<file path="config.mk">
export PLATFORM = sky130hd
export DESIGN_NAME = rng_health_gate
export DESIGN_NICKNAME = d
export VERILOG_FILES = /design/src/rtl/rng_gate_pkg.sv /design/src/rtl/rng_health_gate.sv
export SDC_FILE = /design/constraint.sdc
export NUM_CORES = 1
export LEC_CHECK = 0
export ABC_AREA = 1
export BUFFER_PORTS_ARGS = -buffer_cell sky130_fd_sc_hd__buf_2
export CAP_MARGIN = 10
export CORE_UTILIZATION = 40
export CTS_CLUSTER_SIZE = 24
export DETAILED_ROUTE_END_ITERATION = 8
export PLACE_DENSITY_LB_ADDON = 0.2
export SLEW_MARGIN = 20
export SYNTH_ARGS = -nofsm -noshare
export SYNTH_HDL_FRONTEND = slang
export SYNTH_SLANG_ARGS = --single-unit
</file>
<file path="constraint.sdc">
create_clock -name mclk_i -period 1.95 [get_ports mclk_i]
set_clock_uncertainty 0.05 [all_clocks]
set_input_delay 0.39 -clock mclk_i [delete_from_list [all_inputs] [get_ports mclk_i]]
set_output_delay 0.39 -clock mclk_i [all_outputs]
set_load 0.01 [all_outputs]
</file>
<file path="src/rtl/rng_gate_pkg.sv">
package rng_gate_pkg;
	// ==========================================================
	// Word and test geometry
	localparam int WORD_W = 32;
	// Raw bits of one identical run that count as total failure
	localparam int STUCK_LIMIT = 32;
	// Online test window and bounds on ones per window
	localparam int WIN_BITS = 256;
	localparam int ONES_MIN = 96;
	localparam int ONES_MAX = 160;
	// Power-up test: windows that must pass before output opens
	localparam int POWERUP_WINDOWS = 2;
	localparam int CNT_W = 9;

	// Health states, one-hot
	typedef enum logic [3:0] {
		ST_POWERUP = 4'b0001,
		ST_RUN = 4'b0010,
		ST_DEFECT = 4'b0100,
		ST_TOTAL = 4'b1000
	} health_t;
endpackage

</file>
<file path="src/rtl/rng_health_gate.sv">
`timescale 1ns/100ps
module rng_health_gate
	import rng_gate_pkg::*;
#(
	parameter int STUCK_N = STUCK_LIMIT,
	parameter int WIN_N = WIN_BITS,
	parameter int LO_N = ONES_MIN,
	parameter int HI_N = ONES_MAX
) (
	input wire logic mclk_i,
	input wire logic reset_i,
	input wire logic raw_bit_i,
	input wire logic raw_valid_i,
	input wire logic word_ready_i,
	output logic [rng_gate_pkg::WORD_W-1:0] word_o,
	output logic word_valid_o,
	output logic total_fail_o,
	output logic defect_o,
	output logic startup_done_o
);
	import rng_gate_pkg::*;

	// ==========================================================
	// Raw input synchroniser (entropy source is asynchronous)
	logic [2:0] bit_sync_r;
	logic [2:0] vld_sync_r;
	logic raw_bit;
	logic raw_stb;
	logic vld_prev_r;
	always_ff @(posedge mclk_i) begin
		if (reset_i) begin
			bit_sync_r <= 3'b000;
			vld_sync_r <= 3'b000;
			vld_prev_r <= 1'b0;
		end else begin
			bit_sync_r <= {bit_sync_r[1:0], raw_bit_i};
			vld_sync_r <= {vld_sync_r[1:0], raw_valid_i};
			vld_prev_r <= vld_sync_r[2];
		end
	end
	// Change is believed once stages two and three agree
	logic vld_stable;
	assign vld_stable = (vld_sync_r[1] == vld_sync_r[2]) ? vld_sync_r[2] : vld_prev_r;
	assign raw_stb = vld_stable & ~vld_prev_r;
	assign raw_bit = bit_sync_r[2];

	// ==========================================================
	// Total failure: run of identical bits
	logic last_bit_r;
	logic [CNT_W-1:0] run_r;
	logic total_r;
	always_ff @(posedge mclk_i) begin
		if (reset_i) begin
			last_bit_r <= 1'b0;
			run_r <= '0;
			total_r <= 1'b0;
		end else if (raw_stb) begin
			last_bit_r <= raw_bit;
			if (raw_bit == last_bit_r && run_r != '0) begin
				run_r <= run_r + 1'b1;
				if (run_r + 1'b1 >= CNT_W'(STUCK_N))
					total_r <= 1'b1;
			end else begin
				run_r <= CNT_W'(1);
			end
		end
	end

	// ==========================================================
	// Online test: ones count per window, always running
	logic [CNT_W-1:0] win_cnt_r;
	logic [CNT_W-1:0] ones_r;
	logic win_fail_r;
	logic win_pass_stb_r;
	logic [1:0] pass_cnt_r;
	logic [CNT_W-1:0] ones_now;
	assign ones_now = ones_r + CNT_W'(raw_bit);
	// evaluated every window with no trigger
	always_ff @(posedge mclk_i) begin
		if (reset_i) begin
			win_cnt_r <= '0;
			ones_r <= '0;
			win_fail_r <= 1'b0;
			win_pass_stb_r <= 1'b0;
		end else begin
			win_pass_stb_r <= 1'b0;
			if (raw_stb) begin
				if (win_cnt_r == CNT_W'(WIN_N - 1)) begin
					win_cnt_r <= '0;
					ones_r <= '0;
					if (ones_now < CNT_W'(LO_N) || ones_now > CNT_W'(HI_N))
						win_fail_r <= 1'b1;
					else
						win_pass_stb_r <= 1'b1;
				end else begin
					win_cnt_r <= win_cnt_r + 1'b1;
					ones_r <= ones_now;
				end
			end
		end
	end

	// ==========================================================
	// Word assembly and repeat test
	logic [WORD_W-1:0] shift_r;
	logic [5:0] nbits_r;
	logic [WORD_W-1:0] prev_word_r;
	logic have_prev_r;
	logic repeat_fail_r;
	logic word_stb_r;
	logic [WORD_W-1:0] new_word_r;
	logic [WORD_W-1:0] shift_nxt;
	assign shift_nxt = {shift_r[WORD_W-2:0], raw_bit};
	always_ff @(posedge mclk_i) begin
		if (reset_i) begin
			shift_r <= '0;
			nbits_r <= '0;
			word_stb_r <= 1'b0;
			new_word_r <= '0;
		end else begin
			word_stb_r <= 1'b0;
			if (raw_stb) begin
				shift_r <= shift_nxt;
				if (nbits_r == 6'(WORD_W - 1)) begin
					nbits_r <= '0;
					new_word_r <= shift_nxt;
					word_stb_r <= 1'b1;
				end else begin
					nbits_r <= nbits_r + 1'b1;
				end
			end
		end
	end
	// repeated word fails the continuous test
	always_ff @(posedge mclk_i) begin
		if (reset_i) begin
			prev_word_r <= '0;
			have_prev_r <= 1'b0;
			repeat_fail_r <= 1'b0;
		end else if (word_stb_r) begin
			prev_word_r <= new_word_r;
			have_prev_r <= 1'b1;
			if (have_prev_r && new_word_r == prev_word_r)
				repeat_fail_r <= 1'b1;
		end
	end

	// ==========================================================
	// Health state
	health_t state_r;
	always_ff @(posedge mclk_i) begin
		if (reset_i) begin
			state_r <= ST_POWERUP;
			pass_cnt_r <= '0;
		end else begin
			unique case (state_r)
				ST_POWERUP: begin
					if (total_r)
						state_r <= ST_TOTAL;
					else if (win_fail_r || repeat_fail_r)
						state_r <= ST_DEFECT;
					// open only after power-up windows pass
					else if (win_pass_stb_r) begin
						if (pass_cnt_r == 2'(POWERUP_WINDOWS - 1))
							state_r <= ST_RUN;
						pass_cnt_r <= pass_cnt_r + 1'b1;
					end
				end
				ST_RUN: begin
					if (total_r)
						state_r <= ST_TOTAL;
					else if (win_fail_r || repeat_fail_r)
						state_r <= ST_DEFECT;
				end
				// Defect is left only for ST_TOTAL or by reset; a weak source is not trusted again
				ST_DEFECT: begin
					if (total_r)
						state_r <= ST_TOTAL;
				end
				ST_TOTAL: state_r <= ST_TOTAL;
				default: state_r <= ST_TOTAL;
			endcase
		end
	end

	// ==========================================================
	// Output word holding register
	// A word finished in the same cycle as a failure flag is never loaded,
	// since its bits may postdate the failure.
	logic healthy;
	logic [WORD_W-1:0] out_word_r;
	logic out_full_r;
	assign healthy = (state_r == ST_RUN) && !total_r && !win_fail_r && !repeat_fail_r;
	always_ff @(posedge mclk_i) begin
		if (reset_i) begin
			out_word_r <= '0;
			out_full_r <= 1'b0;
		end else if (!healthy) begin
			out_full_r <= 1'b0;
			out_word_r <= '0;
		end else if (word_stb_r && !(have_prev_r && new_word_r == prev_word_r)) begin
			out_word_r <= new_word_r;
			out_full_r <= 1'b1;
		end else if (word_ready_i) begin
			// Taken word is wiped so a stale value never sits on the bus
			out_full_r <= 1'b0;
			out_word_r <= '0;
		end
	end

	assign word_valid_o = out_full_r && healthy;
	assign word_o = out_word_r;
	assign total_fail_o = total_r;
	assign defect_o = (state_r == ST_DEFECT) || win_fail_r || repeat_fail_r;
	assign startup_done_o = (state_r == ST_RUN);
endmodule
</file>
## After elaboration in Yosys (flattened, before gate mapping)

Index checks and enable logic that the tools add are counted.

| operators by class | value |
|---|---|
| add/subtract/negate cells | 5 |
| magnitude comparators | 3 |
| equal/unequal tests | 13 |
| mux-type cells | 19 |
| bitwise operators | 7 |
| reduce and logical (&&, ||, !) cells | 26 |

Operators by type and width:

| kind | count |
|---|---|
| $mux 32 | 2 |
| $eq 32x32->1 | 1 |
| $mux 4 | 7 |
| $mux 9 | 3 |
| $add 9x1->9 const B | 2 |
| $pmux 4 s3 | 1 |
| $add 9x1->9 | 1 |
| $eq 9x8->1 const B | 1 |
| $ge 9x6->1 const B | 1 |
| $gt 9x8->1 const B | 1 |
| $lt 9x7->1 const B | 1 |
| $reduce_bool 9->1 | 1 |
| $ne 4x4->1 const B | 2 |
| $reduce_and 4->1 | 2 |
| $logic_and 1x1->1 | 7 |
| $add 6x1->6 const B | 1 |
| $eq 6x5->1 const B | 1 |
| $mux 6 | 1 |
| $not 1->1 | 6 |
| $reduce_and 3->1 | 2 |
| $mux 1 | 5 |
| $eq 4x1->1 const B | 1 |
| $eq 4x2->1 const B | 1 |
| $eq 4x3->1 const B | 1 |
| other kinds (12) | 21 |

| word-level totals | value |
|---|---|
| register bits after elaboration | 181 |
| input port bits | 5 |
| output and inout bits | 36 |
| logic and storage cells | 94 |

## Logic depth before layout (Yosys ltp)

Gate-level depths: netlist of the first run.

| depth | value |
|---|---|
| word-level depth | 6 |
| mapped depth | 13 |
| mapped depth without buffers | 12 |

## Worst setup path before layout of the first run

OpenSTA, ideal clock, no wires.

| timing | value |
|---|---|
| path kind | register to register |
| start point | register bit_sync_r[2] |
| end point | register win_fail_r |
| library setup time | 0.112 ns |
| arrival time | 1.559 ns |
| data required time | 1.788 ns |
| slack | 0.229 ns |
| cell stages (with the launch flop) | 11 |
| buffers on the path | 0 |
| period minus slack after synthesis | 1.721 ns |
| cell sequence | dfxtp_1 -> ha_1 -> ha_1 -> nand3_1 -> nor2_1 -> nand2_1 -> xnor2_1 -> nand3_1 -> a21o_1 -> nand2_1 -> nand2_1 |

| between the ends | value |
|---|---|
| longest elaborated chain between the ends | 4 |
| elaborated cells between the ends (all ways) | 5 |
| those cells by class | 1 x add/sub; 2 x order compare; 2 x reduce/logical |

RTL lines:

| element | line | text |
|---|---|---|
| from (decl) | rng_health_gate.sv:25 | `logic [2:0] bit_sync_r;` |
| from (signal assigned) | rng_health_gate.sv:36 | `bit_sync_r <= {bit_sync_r[1:0], raw_bit_i};` |
| $add 9x1->9 * | rng_health_gate.sv:77 | `assign ones_now = ones_r + CNT_W'(raw_bit);` |
| $lt 9x7->1 / $gt 9x8->1 (equally long branches) | rng_health_gate.sv:91 | `if (ones_now < CNT_W'(LO_N) \|\| ones_now > CNT_W'(HI_N))` |
| $logic_or 1x1->1 * | rng_health_gate.sv:91 |  |
| $reduce_and 3->1 (no source line) * | n/a |  |
| to (signal assigned) | rng_health_gate.sv:83 | `win_fail_r <= 1'b0;` |
| to (signal assigned) | rng_health_gate.sv:92 | `win_fail_r <= 1'b1;` |
| to (decl) | rng_health_gate.sv:73 | `logic win_fail_r;` |

Mark *: on every way between the ends. The rest lies on a longest branch, timed or not.
A chain may end at the register's enable or synchronous reset.

## Final worst setup path of the first run

| timing | value |
|---|---|
| start point | register repeat_fail_r |
| end point | output port word_valid_o |

| between the ends | value |
|---|---|
| longest elaborated chain between the ends | 3 |

RTL lines:

| element | line | text |
|---|---|---|
| from (decl) | rng_health_gate.sv:109 | `logic repeat_fail_r;` |
| from (signal assigned) | rng_health_gate.sv:139 | `repeat_fail_r <= 1'b0;` |
| from (signal assigned) | rng_health_gate.sv:144 | `repeat_fail_r <= 1'b1;` |
| $logic_not 1->1 | rng_health_gate.sv:193 | `assign healthy = (state_r == ST_RUN) && !total_r && !win_fail_r && !repeat_fail_r;` |
| $logic_and 1x1->1 | rng_health_gate.sv:193 |  |
| $logic_and 1x1->1 | rng_health_gate.sv:211 | `assign word_valid_o = out_full_r && healthy;` |
| to (decl) | rng_health_gate.sv:16 | `output logic word_valid_o,` |

Every way passes these cells.

==> results of run 1 <==
[kinds of logic (layout without fill, tap and decap cells)]
family | after synthesis | after routing
and+or+nand+nor | 368 | 368
AOI/OAI and AO/OA | 213 | 213
DFF | 180 | 180
buffers and inverters | 163 | 209
xor gates and xnor gates | 25 | 25
adders and majority gates | 7 | 7
[critical path: stages (launching register included)]
cell and delay [ns]:
dfxtp_1 0.33, nor2_2 0.19, nand2_2 0.12, nor3b_2 0.19
buf_2 0.15
[metal layers]
| layer | vias to the layer above | wire (um) |
|---|---|---|
| met5 | - | 0 |
| met2 | 81 | 6980 |
| met1 | 2649 | 8220 |
| met4 | 0 | 146 |
| met3 | 10 | 491 |
| li1 | 3179 | - |
[synth_stat cells, drive strengths merged (2+ instances only)]
cell | number | area [um2]
nand2 | 188 | 724
dfxtp | 180 | 3600
a21oi | 124 | 733
inv | 110 | 413
nand3 | 98 | 658
nor2 | 68 | 293
o21ai | 59 | 295
clkbuf | 38 | 243
o22ai | 21 | 131
xor2 | 14 | 123
buf | 12 | 111
xnor2 | 11 | 96.3
ha | 7 | 87.6
nand4 | 6 | 37.5
clkinv | 3 | 11.3
nor3 | 3 | 15.0
o21a | 3 | 22.5
a211oi | 2 | 15.0
nor3b | 2 | 15.0
or2 | 2 | 12.5
[area by class of cell]
type,instances,area share [%]
flip-flops and latches,180,41.5
well taps,234,3.37
clock buffers,18,4.94
repair buffers,64,4.85
inverters,113,4.88
clock inverters,14,1.97
multi-input cells,613,38.5
[sequential cells by signal, indices dropped and copies added (netlist names), 2 cells and up]
| register | cells |
|---|---|
| bit_sync_r | 3 |
| nbits_r | 6 |
| new_word_r | 32 |
| ones_r | 9 |
| pass_cnt_r | 2 |
| prev_word_r | 32 |
| run_r | 9 |
| shift_r | 31 |
| state_r | 4 |
| vld_sync_r | 3 |
| win_cnt_r | 9 |
| word_o | 32 |
[through the flow]
step	hold slack (ns)	area [um2]
2_1_floorplan	0.338	7680
3_3_place_gp	0.341	8040
3_5_place_dp	0.349	8040
4_1_cts	0.0797	8650
5_1_grt	0.104	8690
6_report	0.108	8690
[final timing paths]
check | from | to | slack (ns) | depth (start not counted)
hold / removal | raw_bit_i | bit_sync_r[0] | 0.11 | 3
setup reg to reg | bit_sync_r[2] | win_fail_r | 0.15 | 10
hold reg to reg | bit_sync_r[1] | bit_sync_r[2] | 0.36 | 2
setup / recovery | repeat_fail_r | word_valid_o | 0.12 | 4
[repair_timing]
action | in CTS | in global routing
endpoints found under the hold margin | 0 | 0
endpoints found under the setup margin | 1 | 11
gates resized for setup | 2 | 9
[where the power goes]
group          internal, W  switching (W)
logic             0.000103       0.000247
registers          0.00372      0.0000305
clock network      0.00193        0.00155
total              0.00576        0.00182
==> flow_summary.yaml, run 1 <==
run_status:
  status: "complete, no violations"
synth:
  seq_area_frac_synth_pct: 46.9
  netlist_instances: 956
  postSynthAreaPerCell_um2: 8.03
  syn_area_mm2: 0.00768
  synth-async-reset-ratio_pct: 0
  synth-compound-area-share_pct: 16.0
  synthMuxAreaShare_pct: 0
  synth_xor_area_share_pct: 2.85
  synthAdderAreaFrac_pct: 1.14
  ys_warn_count: 0
  synth_edf_count: 0
  ys_ff_latch: 180
  synth_flop_cell: "dfxtp_1"
  synth_simple_gate_area_share_pct: 23.0
  ys_types: 39
  syn_nets: 968
  synth_top_family_by_area: "simple AND/OR/NAND/NOR gates"
clock_network:
  root_buffer: "clkbuf_16"
  clock_path_buffers: 2
  h-tree-depth: 4
  numCtsBuffers: 17
  clkSlewWorstSetupHoldPaths_ns: 0.07
  post_cts_buffers: 0
  cts_tree: "built"
  cts_hold_buf: 0
  cts_sinks: 180
  clkLatencyLatePin_ns: 0.43
floorplanning:
  io_pins: 41
  fp.dieW_um: 141
  dieArea_mm2: 0.0198
  fp.dieH_um: 141
  core_mm2: 0.0188
  num_rows: 50
  initial_core_util_pct: 40.9
route:
  drc: 0
  wl_per_cell_um: 12.8
  firstDrtPassIters: 5
  via_per_inst: 4.79
  vias: 5919
  final_antenna_net_count: 0
  initialDrtViolationCount: 375
  drt_wl_total_um: 15800
timing:
  finalHoldViolCount: 0
  tns_ns: 0
  fin_crit_sh_pct: 94.1
  slew_violations: 0
  max_freq_mhz: 545
  finalWorstSetupSlack_ns: 0.115
  worstMarginPinSlew_ns: 0.583
  setup-violations-final: 0
  max_slew_margin_pct: 61.1
  fin_crit_ns: 1.83
layout:
  multi_input_area_mm2: 0.00335
  num_antenna_cells: 0
  syn_to_final_growth_pct: 13.2
  final_cell_mix: "nand2_1 (184), dfxtp_1 (179), inv_1 (97), a21oi_1 (94), nand3_1 (65)"
  mostFrequentLayoutCell: "nand2_1"
  seqCellArea_mm2: 0.00360
  drive_above_1_share_pct: 19.0
  finalNetCount: 1001
  finalNonFillerCells: 1236
  nFillCells: 1909
  postLayoutCoreUtil_pct: 46.3
grt:
  use_met1_pct: 23.4
  antenna_found_initial: 0
  grtUsageMet3_pct: 3.91
  grt_max_degree: 66
  grt_pass1_wl_um: 26900
  use_met2_pct: 26.5
  grt_overflow_total: 0
  first_global_vias: 5525
  grt_usage_pct: 17.1
  grt.busiest_layer: "met2"
critical_path:
  cp.arrival_ns: 1.39
  end_kind: "output port"
  worst-setup-path-type: "flip-flop to output port"
  crit_path_max_fanout: 4
  start_kind: "flip-flop"
  worstPathRequired_ns: 1.51
placement:
  place_ws_ns: 0.0950
  io_buffers: 40
  placed_cells: 1204
  hpwl_um: 10400
  gp_congestion: 0.814
power_and_ir_drop:
  p_per_area_mw_per_mm2: 872
  ir_drop_uv: 663
  power_w: 0.00758
  p_leak_nw: 3.11
min_path:
  min_path_type: "input pin to flip-flop"
flow_run:
  maxCapViolCount: 0
Power figures use the tool's default switching activity.
==> inputs of run 2 (changes only) <==
- CORE_UTILIZATION: 40 -> 50
==> run 2 against run 1 <==
Critical path depth is the same. Die area shrank 20%. Critical path type unchanged. First-iteration DRC count grew 0.27%. Non-clock buffer count shrank 3. Highest routed layer unchanged. Register-to-register slack is essentially flat. Sequential share of layout area grew 0.45 points. Largest power group unchanged.
==> flow_summary.yaml, run 2 (synthesized netlist as in run 1, its figures left out) <==
layout:
  num_antenna_cells: 0
  mostFrequentLayoutCell: "nand2_1"
  drive_above_1_share_pct: 18.4
  nFillCells: 1375
  final_cell_mix: "nand2_1 (184), dfxtp_1 (179), inv_1 (96), a21oi_1 (94), nand3_1 (65)"
  final_cell_area_mm2: 0.00860
  syn_to_final_growth_pct: 12.0
  finalNetCount: 998
floorplanning:
  io_pins: 41
  core_mm2: 0.0148
  dieArea_mm2: 0.0159
  num_rows: 44
  fp.dieH_um: 126
  fp.dieW_um: 126
  initial_core_util_pct: 52.1
route:
  drc: 0
  wl_per_cell_um: 12.7
  initialDrtViolationCount: 376
  via_per_inst: 5.09
  firstDrtPassIters: 4
  vias: 6008
  final_antenna_net_count: 0
  drt_wl_total_um: 15000
critical_path:
  worst-setup-path-type: "flip-flop to output port"
  r2r_setup_slack_ns: 0.16
  start_kind: "flip-flop"
  cp.arrival_ns: 1.40
  end_kind: "output port"
  crit_path_max_fanout: 6
  worstPathRequired_ns: 1.51
placement:
  placed_cell_area_mm2: 0.00797
  gp_congestion: 0.827
  io_buffers: 40
  hpwl_um: 9860
timing:
  rsz0062_at_grt: "yes"
  finalHoldViolCount: 0
  tns_ns: 0
  fin_crit_ns: 1.84
  fin_crit_sh_pct: 94.6
  setup-violations-final: 0
  max_slew_margin_pct: 61.3
  slew_violations: 0
  max_freq_mhz: 542
  whs_ns: 0.107
  worstMarginPinSlew_ns: 0.580
grt:
  grt_pass1_wl_um: 25800
  grt_overflow_total: 0
  first_global_vias: 5448
  grt_max_degree: 52
  grt_usage_pct: 20.2
  antenna_found_initial: 0
power_and_ir_drop:
  p_leak_nw: 3.09
  power_frac_comb_pct: 4.4
  p_sw_w: 0.00164
  ir_drop_uv: 598
  p_per_area_mw_per_mm2: 887
  p_clk_share_pct: 46.4
  power_frac_seq_pct: 49.2
  p_int_w: 0.00598
  switching_share_pct: 21.5
flow_run:
  maxCapViolCount: 0
clock_network:
  root_buffer: "clkbuf_16"
  cts_hold_buf: 0
  clkLatencyLatePin_ns: 0.43
  post_cts_buffers: 0
  clock_path_buffers: 2
  cts_resized: 0
  clkSlewWorstSetupHoldPaths_ns: 0.06
  cts_tree: "built"
  cts_sinks: 180
  numCtsBuffers: 17
  h-tree-depth: 4
run_status:
  status: "complete, no violations"
min_path:
  min_path_type: "input pin to flip-flop"
## run 2: cell types whose count changed in the layout (fill, tap and decap cells not counted), moves of 2 or more
cell	before	now
buf_4	20	17
bufinv_16	2	4
clkbuf_1	1	3
clkinv_4	3	0
clkinvlp_4	1	4
inv_6	2	0
inv_8	3	0
nand3_2	30	32
nand3_4	3	1
## run 2: routing by layer
layer / share of wire (%) / vias to the layer above / wire (um) / global-route usage (%)
met1: 51 / 2731 / 7650 / 27.1
met4: 1.4 / 0 / 203 / 7.16
li1: - / 3171 / - / -
met3: 3.5 / 22 / 523 / 4.84
met2: 44 / 84 / 6660 / 31.8
met5: 0 / - / 0 / 0
## run 2: area by class of cell
type / count / area [um2] / area share, %
clock buffers: 21 / 450 / 5.24
clock inverters: 9 / 155 / 1.80
inverters: 113 / 424 / 4.93
multi-input cells: 613 / 3330 / 38.7
flip-flops and latches: 180 / 3600 / 41.9
well taps: 184 / 230 / 2.68
repair buffers: 61 / 408 / 4.74
## run 2: power by group through the flow
stage          Clock, W  Combinational, W  Sequential (W)
6_report        0.00354          0.000337         0.00375
3_5_place_dp          0          0.000334         0.00383
5_1_grt         0.00377          0.000385         0.00375
3_3_place_gp          0          0.000327         0.00383
2_1_floorplan         0          0.000260         0.00382
4_1_cts         0.00360          0.000334         0.00375
## run 2: stage by stage
step / util, % / total power (W) / instances / setup slack (ns)
floorplan: - / 0.00408 / 956 / 0.229
global placement: 54.0 / 0.00416 / 1151 / 0.189
detailed placement: 54.0 / 0.00416 / 1151 / 0.0981
CTS: 58.1 / 0.00768 / 1181 / 0.000248
global route: 58.3 / 0.00791 / 1181 / -0.0267
finish: 58.3 / 0.00762 / 1181 / 0.106
## run 2: final timing paths
| check | to | cells past startpoint | from |
|---|---|---|---|
| hold reg to reg | bit_sync_r[2] | 2 | bit_sync_r[1] |
| setup / recovery | word_valid_o | 4 | state_r[0] |
| setup reg to reg | win_fail_r | 10 | bit_sync_r[2] |
| hold / removal | bit_sync_r[0] | 3 | raw_bit_i |
## run 2: worst max-delay path, stage by stage (launching register included)
cell and delay (ns):
dfxtp_1 0.31, nor2_1 0.17, nand3_2 0.15, nor3b_1 0.19, buf_2 0.16
